## src/rtl/event_point_map.svh

```systemverilog
// offsets, field positions, reset values and counts of the event-point unit
// How it works
// each of four probe inputs can be required high or low for a match.
// a probe set to don't care is ignored when matching.
// a satisfied break event stops the user program; break is the default action.
// a satisfied start-timer event starts the run timer; its value stays readable.
// a satisfied stop-timer event halts the run timer and holds its value.
// a break can wait a programmable 16-bit number of bus cycles after detection.
// one delay counter exists, for break actions only.
// break delay spans 0 to 65535 bus cycles and applies only with break selected.
// each event has a 16-bit pass count from 0 to 65535.
// the action fires only after the condition occurred pass-count times.
// a trace-condition event takes no break or timer action and no delay.
// arm and reset sequencing apply only when sequencing is enabled for the event.
// satisfied state persists until program stop or reset; repeats do not retrigger.
// with arm events, satisfiable only while one arm event is in the required state.
// any configured reset event becoming satisfied resets the event and its pass count.
// stopping the user program returns every event to unsatisfied.
// a pass count of zero behaves like one.
// delay counter loads on detection, counts down per bus cycle, breaks at zero.
`ifndef EVENT_POINT_MAP_SVH
`define EVENT_POINT_MAP_SVH

`define EVT_CHANNELS 8
`define CH_CFG_OFS 2'h0
`define CH_COUNT_OFS 2'h1
`define CH_RESET_OFS 2'h2
`define GLOBAL_SEL_BIT 7
`define SATISFIED_ADDR 8'h80
`define TIMER_ADDR 8'h84
`define IRQ_STATUS_ADDR 8'h88
`define IRQ_MASK_ADDR 8'h8C

`define CFG_EXT_INPUT_ONE_POS 0
`define CFG_EXT_INPUT_TWO_POS 2
`define CFG_EXT_INPUT_THREE_POS 4
`define CFG_EXT_INPUT_FOUR_POS 6
`define CFG_BREAK_BIT 8
`define CFG_START_BIT 9
`define CFG_STOP_BIT 10
`define CFG_SEQ_BIT 11
`define CFG_TRACE_BIT 12
`define CFG_ARM_INV_BIT 13
`define CFG_BUSMATCH_BIT 14
`define CFG_ARM_POS 16
`define CFG_RESET_VAL 32'h0000_0100
`define COUNT_PASS_POS 0
`define COUNT_DELAY_POS 16
`define COUNT_RESET_VAL 32'h0000_0000

`define IRQ_BREAK_BIT 0
`define IRQ_START_BIT 1
`define IRQ_STOP_BIT 2

`endif

```

## src/rtl/event_point_pkg.sv

```systemverilog
// types of the event-point unit
`include "event_point_map.svh"
package event_point_pkg;

  typedef enum logic [1:0] {
    PROBE_DONT_CARE = 2'b00,
    PROBE_HIGH = 2'b01,
    PROBE_LOW = 2'b10
  } probe_sel_type;

  typedef enum logic {
    DLY_IDLE = 1'b0,
    DLY_COUNT = 1'b1
  } delay_state_type;

  typedef struct packed {
    logic [3:0] probe_meta;
    logic [3:0] probe_sync;
    logic [`EVT_CHANNELS-1:0][31:0] cfg;
    logic [`EVT_CHANNELS-1:0][31:0] count_cfg;
    logic [`EVT_CHANNELS-1:0][7:0] reset_by;
    logic [`EVT_CHANNELS-1:0][15:0] pass;
    logic [`EVT_CHANNELS-1:0] sat;
    delay_state_type dly_state;
    logic [15:0] dly_count;
    logic timer_run;
    logic [31:0] timer;
    logic [2:0] irq_status;
    logic [2:0] irq_mask;
    logic brk;
    logic irq;
    logic [31:0] rd_data;
  } unit_state_type;

endpackage

```

## src/rtl/emulator_event_point_unit.sv

```systemverilog
// event-point unit: probe matching, pass counts, sequencing, break delay and run timer
`timescale 1ns/1ps
`default_nettype none
`include "event_point_map.svh"
module emulator_event_point_unit
  import event_point_pkg::*;
(
  input wire logic i_clk,
  input wire logic i_rst,
  input wire logic i_bus_cycle,
  input wire logic i_user_run,
  input wire logic [7:0] i_bus_match,
  input wire logic i_ext_input_one,
  input wire logic i_ext_input_two,
  input wire logic i_ext_input_three,
  input wire logic i_ext_input_four,
  input wire logic [7:0] i_addr,
  input wire logic [31:0] i_wr_data,
  input wire logic i_wr,
  input wire logic i_rd,
  output logic [31:0] o_rd_data,
  output logic o_break,
  output logic o_timer_running,
  output logic [7:0] o_satisfied,
  output logic o_irq
);

  unit_state_type q;
  unit_state_type next_q;
  logic [7:0] fire;
  logic [7:0] cond;
  logic [7:0] armed;
  logic [7:0] start_fire;
  logic [7:0] stop_fire;
  logic [2:0] irq_set;
  logic [2:0] irq_clr;
  logic [7:0] trace_mask;
  logic [7:0] delay_fire;

  function automatic logic probe_ok(input logic [1:0] sel, input logic level);
    case (sel)
      PROBE_HIGH: probe_ok = level;
      PROBE_LOW: probe_ok = !level;
      default: probe_ok = 1'b1;
    endcase
  endfunction

  function automatic logic [15:0] need_count(input logic [15:0] pass_cfg);
    need_count = (pass_cfg == 16'h0000) ? 16'h0001 : pass_cfg;
  endfunction

  always_comb begin
    next_q = q;
    fire = 8'h00;
    cond = 8'h00;
    armed = 8'h00;
    start_fire = 8'h00;
    stop_fire = 8'h00;
    irq_set = 3'h0;
    irq_clr = 3'h0;
    trace_mask = 8'h00;
    delay_fire = 8'h00;
    next_q.probe_meta = {i_ext_input_four, i_ext_input_three, i_ext_input_two, i_ext_input_one};
    next_q.probe_sync = q.probe_meta;
    next_q.brk = 1'b0;

    // detection and pass counting
    for (int ch = 0; ch < `EVT_CHANNELS; ch++) begin
      trace_mask[ch] = q.cfg[ch][`CFG_TRACE_BIT];
      cond[ch] = probe_ok(q.cfg[ch][`CFG_EXT_INPUT_ONE_POS +: 2], q.probe_sync[0]) &&
                 probe_ok(q.cfg[ch][`CFG_EXT_INPUT_TWO_POS +: 2], q.probe_sync[1]) &&
                 probe_ok(q.cfg[ch][`CFG_EXT_INPUT_THREE_POS +: 2], q.probe_sync[2]) &&
                 probe_ok(q.cfg[ch][`CFG_EXT_INPUT_FOUR_POS +: 2], q.probe_sync[3]) &&
                 (!q.cfg[ch][`CFG_BUSMATCH_BIT] || i_bus_match[ch]);
      armed[ch] = !q.cfg[ch][`CFG_SEQ_BIT] ||
                  (q.cfg[ch][`CFG_ARM_POS +: 8] == 8'h00) ||
                  (|(q.cfg[ch][`CFG_ARM_POS +: 8] &
                     (q.cfg[ch][`CFG_ARM_INV_BIT] ? ~q.sat : q.sat)));
      if (i_bus_cycle && i_user_run && cond[ch] && armed[ch] && !q.sat[ch]) begin
        if (({1'b0, q.pass[ch]} + 17'h00001) >=
            {1'b0, need_count(q.count_cfg[ch][`COUNT_PASS_POS +: 16])}) begin
          fire[ch] = 1'b1;
          next_q.sat[ch] = 1'b1;
          next_q.pass[ch] = 16'h0000;
        end else begin
          next_q.pass[ch] = q.pass[ch] + 16'h0001;
        end
      end
    end

    // reset events
    for (int ch = 0; ch < `EVT_CHANNELS; ch++) begin
      if (q.cfg[ch][`CFG_SEQ_BIT] && (|(q.reset_by[ch] & fire))) begin
        next_q.sat[ch] = 1'b0;
        next_q.pass[ch] = 16'h0000;
      end
    end

    // delay counter steps on bus cycles
    if (q.dly_state == DLY_COUNT && i_bus_cycle) begin
      next_q.dly_count = q.dly_count - 16'h0001;
      if (q.dly_count == 16'h0001) begin
        next_q.brk = 1'b1;
        next_q.dly_state = DLY_IDLE;
      end
    end

    // actions; trace-condition events act on nothing
    for (int ch = 0; ch < `EVT_CHANNELS; ch++) begin
      if (fire[ch] && !q.cfg[ch][`CFG_TRACE_BIT]) begin
        if (q.cfg[ch][`CFG_BREAK_BIT]) begin
          if (q.count_cfg[ch][`COUNT_DELAY_POS +: 16] == 16'h0000) begin
            next_q.brk = 1'b1;
          end else begin
            next_q.dly_state = DLY_COUNT;
            delay_fire[ch] = 1'b1;
            next_q.dly_count = q.count_cfg[ch][`COUNT_DELAY_POS +: 16];
          end
        end
        start_fire[ch] = q.cfg[ch][`CFG_START_BIT];
        stop_fire[ch] = q.cfg[ch][`CFG_STOP_BIT];
      end
    end
    if (|start_fire) begin
      next_q.timer_run = 1'b1;
    end
    if (|stop_fire) begin
      next_q.timer_run = 1'b0;
    end
    if (q.timer_run && i_user_run) begin
      next_q.timer = q.timer + 32'h0000_0001;
    end

    if (!i_user_run) begin
      next_q.sat = 8'h00;
      next_q.pass = '0;
      next_q.dly_state = DLY_IDLE;
    end

    irq_set[`IRQ_BREAK_BIT] = next_q.brk;
    irq_set[`IRQ_START_BIT] = |start_fire;
    irq_set[`IRQ_STOP_BIT] = |stop_fire;

    // register writes
    if (i_wr) begin
      if (!i_addr[`GLOBAL_SEL_BIT]) begin
        case (i_addr[3:2])
          `CH_CFG_OFS: next_q.cfg[i_addr[6:4]] = i_wr_data;
          `CH_COUNT_OFS: next_q.count_cfg[i_addr[6:4]] = i_wr_data;
          `CH_RESET_OFS: next_q.reset_by[i_addr[6:4]] = i_wr_data[7:0];
          default: ;
        endcase
      end else begin
        case (i_addr)
          `TIMER_ADDR: next_q.timer = i_wr_data;
          `IRQ_STATUS_ADDR: irq_clr = i_wr_data[2:0];
          `IRQ_MASK_ADDR: next_q.irq_mask = i_wr_data[2:0];
          default: ;
        endcase
      end
    end
    // a new event wins over a clear in the same cycle
    next_q.irq_status = (q.irq_status & ~irq_clr) | irq_set;
    next_q.irq = |(next_q.irq_status & next_q.irq_mask);

    // register reads, unmapped addresses answer zero
    next_q.rd_data = 32'h0000_0000;
    if (i_rd) begin
      if (!i_addr[`GLOBAL_SEL_BIT]) begin
        case (i_addr[3:2])
          `CH_CFG_OFS: next_q.rd_data = q.cfg[i_addr[6:4]];
          `CH_COUNT_OFS: next_q.rd_data = q.count_cfg[i_addr[6:4]];
          `CH_RESET_OFS: next_q.rd_data = {24'h00_0000, q.reset_by[i_addr[6:4]]};
          default: next_q.rd_data = 32'h0000_0000;
        endcase
      end else begin
        case (i_addr)
          `SATISFIED_ADDR: next_q.rd_data = {24'h00_0000, q.sat};
          `TIMER_ADDR: next_q.rd_data = q.timer;
          `IRQ_STATUS_ADDR: next_q.rd_data = {29'h0000_0000, q.irq_status};
          `IRQ_MASK_ADDR: next_q.rd_data = {29'h0000_0000, q.irq_mask};
          default: next_q.rd_data = 32'h0000_0000;
        endcase
      end
    end
  end

  always_ff @(posedge i_clk or posedge i_rst) begin
    if (i_rst) begin
      q.probe_meta <= 4'h0;
      q.probe_sync <= 4'h0;
      for (int ch = 0; ch < `EVT_CHANNELS; ch++) begin
        q.cfg[ch] <= `CFG_RESET_VAL;
        q.count_cfg[ch] <= `COUNT_RESET_VAL;
        q.reset_by[ch] <= 8'h00;
        q.pass[ch] <= 16'h0000;
      end
      q.sat <= 8'h00;
      q.dly_state <= DLY_IDLE;
      q.dly_count <= 16'h0000;
      q.timer_run <= 1'b0;
      q.timer <= 32'h0000_0000;
      q.irq_status <= 3'h0;
      q.irq_mask <= 3'h0;
      q.brk <= 1'b0;
      q.irq <= 1'b0;
      q.rd_data <= 32'h0000_0000;
    end else begin
      q <= next_q;
    end
  end

  assign o_rd_data = q.rd_data;
  assign o_break = q.brk;
  assign o_timer_running = q.timer_run;
  assign o_satisfied = q.sat;
  assign o_irq = q.irq;
endmodule
`default_nettype wire

```

## config.mk

```make
export PLATFORM = sky130hd
export DESIGN_NAME = emulator_event_point_unit
export DESIGN_NICKNAME = d
export VERILOG_FILES = /design/src/rtl/event_point_pkg.sv /design/src/rtl/emulator_event_point_unit.sv
export VERILOG_INCLUDE_DIRS = /design/src /design/src/rtl
export SDC_FILE = /design/constraint.sdc
export NUM_CORES = 2
export LEC_CHECK = 0
export BUFFER_PORTS_ARGS = -buffer_cell sky130_fd_sc_hd__buf_4
export CAP_MARGIN = 25
export CORE_MARGIN = 2
export CORE_UTILIZATION = 65
export CTS_CLUSTER_DIAMETER = 200
export DETAILED_ROUTE_END_ITERATION = 8
export PLACE_DENSITY = 0.82
export SLEW_MARGIN = 20
export SYNTH_ARGS = -nofsm -noshare
export SYNTH_HDL_FRONTEND = slang
export SYNTH_SLANG_ARGS = --single-unit
```

## constraint.sdc

```tcl
create_clock -name i_clk -period 43.6 [get_ports i_clk]
set_clock_uncertainty 0.2 [all_clocks]
set_input_delay 2.18 -clock i_clk [delete_from_list [all_inputs] [get_ports i_clk]]
set_output_delay 2.18 -clock i_clk [all_outputs]
set_load 0.02 [all_outputs]
```

==> impl_metrics.py <==
metrics = {
    "power_and_ir_drop": {
        "switchingPower_mw": 0.699,
        "p_int_mw": 1.52,
        "combinationalPowerShare": 0.177,
        "p_per_area_nw_per_um2": 43.4,
        "ir_worst_vdd_uv": 42.5,
        "power_frac_clock": 0.384,
        "total_power_mw": 2.21,
        "p_seq_frac": 0.439,
        "swShare": 0.315,
        "p_leak_nw": 23.4,
    },
    "sta": {
        "rsz0062_at_grt": "false",
        "setup_ws_ns": 37.77,
        "slew_headroom": 0.241,
        "fin_hold_ws_ns": 0.147,
        "fin_crit_sh": 0.134,
        "hold_viol_final": 0,
        "setup_viol": 0,
        "setup_tns_ns": 0,
        "fmax_mhz": 172,
        "worst_pin_slew_ns": 1.14,
        "final_max_slew_viol_count": 0,
        "layout_min_cycle_time_ns": 5.83,
    },
    "worst_setup_path": {
        "path_buf_inv": 1,
        "required_ns": 43.94,
        "worst_setup_path_end_kind": "flip-flop",
        "cp_data_arrival_time_ns": 6.16,
        "worstRegToRegCells": 17,
        "crit_path_max_fanout": 24,
        "worst-setup-path-type": "in2reg",
        "cp_slowest_cell": "nand4_2",
        "crit_start": "i_user_run",
        "rr_endpoint": "q[153]$_DFFE_PP0P_",
        "cp_top_family": "simple AND/OR/NAND/NOR gates",
        "rrSetupSlack_ns": 37.85,
        "r2r-start": "q[196]$_DFFE_PP0P_",
        "start_kind": "input pin",
        "path_cells": "buf_4 -> nand2_2 -> a211o_1 -> or4_4 -> a21oi_4 -> nand4_2 -> and2_0 -> nand2_1 -> a211oi_1 -> nand4b_1",
        "cp_slowest_stage_delay_ns": 0.73,
    },
    "clock_tree": {
        "cts_buffer_depth": 3,
        "cts_resized": 0,
        "cts_hold_buf": 0,
        "htree_num_levels": 3,
        "cts_tree": "yes",
        "cts_sinks": 810,
        "cts_setup_buffers": 0,
        "path_clk_slew_ns": 0.07,
        "cts_root_buffer": "clkbuf_16",
        "insertion_delay_ns": 0.69,
        "numCtsBuffers": 86,
    },
    "min_path": {
        "hold_class": "reg2reg",
        "hold_start": "next_q[804]$_DFF_PP0_",
        "holdPathEnd": "q[804]$_DFF_PP0_",
        "hold_depth": 0,
    },
    "floorplan": {
        "coreArea_sq_um": 71200,
        "fp.dieArea_sq_um": 73800,
        "io_pins": 101,
        "fp.dieH_um": 272,
        "initial_core_util": 0.653,
        "die_x_um": 272,
        "num_rows": 98,
    },
    "yosys": {
        "ys_warn_count": 0,
        "ys_types": 91,
        "synth_fp_nets": 4722,
        "synth-edff-count": 0,
        "ys_dominant_reg_cell": "dfrtp_1",
        "syn_avg_cell_area_sq_um": 10.4,
        "syn_inst": 4461,
        "syn-cell-area_sq_um": 46500,
        "ys_async_sr_fraction": 1.00,
        "yosysSeqAreaShare": 0.436,
        "ys_ff_latch": 810,
    },
    "layout": {
        "nets": 4651,
        "fill_cells": 5000,
        "areaGrowthSynthToFinish_pct": 9.58,
        "fin_area_sq_um": 51000,
        "drive_gt1_frac": 0.227,
    },
    "place": {
        "place_ws_ns": 37.32,
        "post_dp_cell_area_sq_um": 47600,
        "io_buffers": 100,
        "hpwl_mm": 110,
        "gp_congestion": 1.03,
    },
    "grt": {
        "grt_start_max_net_pins": 181,
        "grt_usage": 0.439,
        "antenna_found_initial": 16,
        "grt_pass1_vias": 38600,
        "grt.overflow.total": 0,
        "grt_first_pass_wirelength_mm": 243,
    },
    "flow_run": {
        "cap_violations": 0,
    },
    "outcome": {
        "status": "finished with violations",
        "violations": "design-rule violations",
    },
    "detailed_routing": {
        "drtAntennaViolNets": 0,
        "dr_total_vias": 39700,
        "finalWirelength_mm": 163,
        "drc": 71,
        "drtPass1Iterations": 9,
        "vias_per_cell": 7.33,
        "wl_per_cell_um": 30.2,
        "drt_iter0_drc": 6668,
    },
}
-- synth_stat cells, types with 40 or more instances --
| cell | n | share of area |
|---|---|---|
| buf_4 | 51 | 0.0082 |
| o211ai_1 | 40 | 0.0065 |
| nand3_1 | 106 | 0.011 |
| a221oi_1 | 46 | 0.0087 |
| inv_1 | 255 | 0.021 |
| clkbuf_1 | 164 | 0.013 |
| dfrtp_1 | 802 | 0.43 |
| ha_1 | 203 | 0.055 |
| mux2_2 | 601 | 0.15 |
| a22oi_1 | 252 | 0.041 |
| nor3_1 | 50 | 0.0054 |
| o21ai_0 | 100 | 0.011 |
| nor4_1 | 85 | 0.011 |
| a21oi_1 | 179 | 0.019 |
| a22o_1 | 40 | 0.0075 |
| xor2_1 | 90 | 0.017 |
| nand2_1 | 246 | 0.020 |
| nor2b_1 | 65 | 0.0087 |
| and3_1 | 57 | 0.0077 |
| buf_1 | 67 | 0.0054 |
| nor2_1 | 248 | 0.020 |
| xnor2_1 | 81 | 0.015 |
| nand4_1 | 123 | 0.017 |
-- kinds of logic (layout without fill, tap and decap cells) --
| family | count (synthesis) | count (layout) | synth area share |
|---|---|---|---|
| adders and majority gates | 203 | 203 | 0.0546 |
| AOI/OAI and AO/OA | 923 | 923 | 0.143 |
| DFF | 810 | 810 | 0.436 |
| and+or+nand+nor | 1136 | 1136 | 0.125 |
| xor gates and xnor gates | 171 | 171 | 0.0322 |
| muxes | 641 | 641 | 0.157 |
| other | 0 | 9 | 0 |
| buffers and inverters | 577 | 574 | 0.0523 |
-- worst max path at each step --
stage / to / slack, ns / cells past startpoint
floorplan: next_q[802]$_DFF_PP0_ / 18.48 / 1
CTS: q[87]$_DFF_PP0_ / 38.02 / 10
global route: q[103]$_DFFE_PP0P_ / 37.56 / 17
finish: q[87]$_DFF_PP0_ / 37.77 / 10
detailed placement: q[83]$_DFF_PP0_ / 37.32 / 10
global placement: q[83]$_DFF_PP0_ / 37.50 / 10
-- routing by layer --
layer	track usage	part of all wire	up-vias
met5	0.0212	0.0019	-
met1	0.577	0.37	19400
met2	0.605	0.40	3205
li1	-	-	16200
met3	0.201	0.16	840
met4	0.225	0.064	20
-- layout by cell type (no fill, tap or decap), drive strengths merged, types with 106 or more instances in the layout --
cell type	count
a22oi	252
dfrtp	802
nand2	252
inv	261
nand3	106
nor2	265
nand4	124
a21oi	183
buf	161
clkbuf	113
ha	203
mux2	601
-- layout make-up --
type / instances / area (sq um) / share of cell area
multi-input combinational: 3074 / 23900 / 0.468
sequential: 810 / 20300 / 0.398
clock buffer: 113 / 2400 / 0.0471
timing repair buffer: 161 / 1380 / 0.0271
tap: 950 / 1190 / 0.0233
inverter: 257 / 972 / 0.0191
clock inverter: 43 / 862 / 0.0169
antenna: 9 / 22.5 / 0.000442
-- worst reg2reg max path: stages, from the launching register on --
cell      delay, ns
dfrtp_1        0.48
and4_1         0.29
nand4_1        0.16
nor2_1         0.28
and3_1         0.26
nand3_1        0.12
xnor2_1        0.30
ha_1           0.30
nand3_1        0.12
nor2_1         0.06
a221oi_1       0.30
nand4_1        0.62
and3_1         0.45
buf_4          0.22
a221o_1        0.36
o31ai_4        0.34
nand2_1        0.50
a21oi_1        0.28
-- sequential cells by signal, summed over array words and instances (netlist names) --
register         flops
o_rd_data           32
q                  763
o_irq                1
o_break              1
next_q               4
o_timer_running      1
o_satisfied          8
-- stage by stage --
step	std cells	util
2_1_floorplan	4461	-
3_3_place_gp	5239	0.666
3_5_place_dp	5246	0.668
4_1_cts	5402	0.714
5_1_grt	5410	0.716
6_report	5417	0.716
-- power by group through the flow --
stage	clock [mW]	combinational, mW	sequential (mW)
2_1_floorplan	0	0.265	0.914
3_5_place_dp	0	0.370	0.969
5_1_grt	0.879	0.418	0.972
4_1_cts	0.848	0.375	0.957
6_report	0.851	0.392	0.972
3_3_place_gp	0	0.358	0.967
Note: power is estimated with default switching activity, not from simulation.
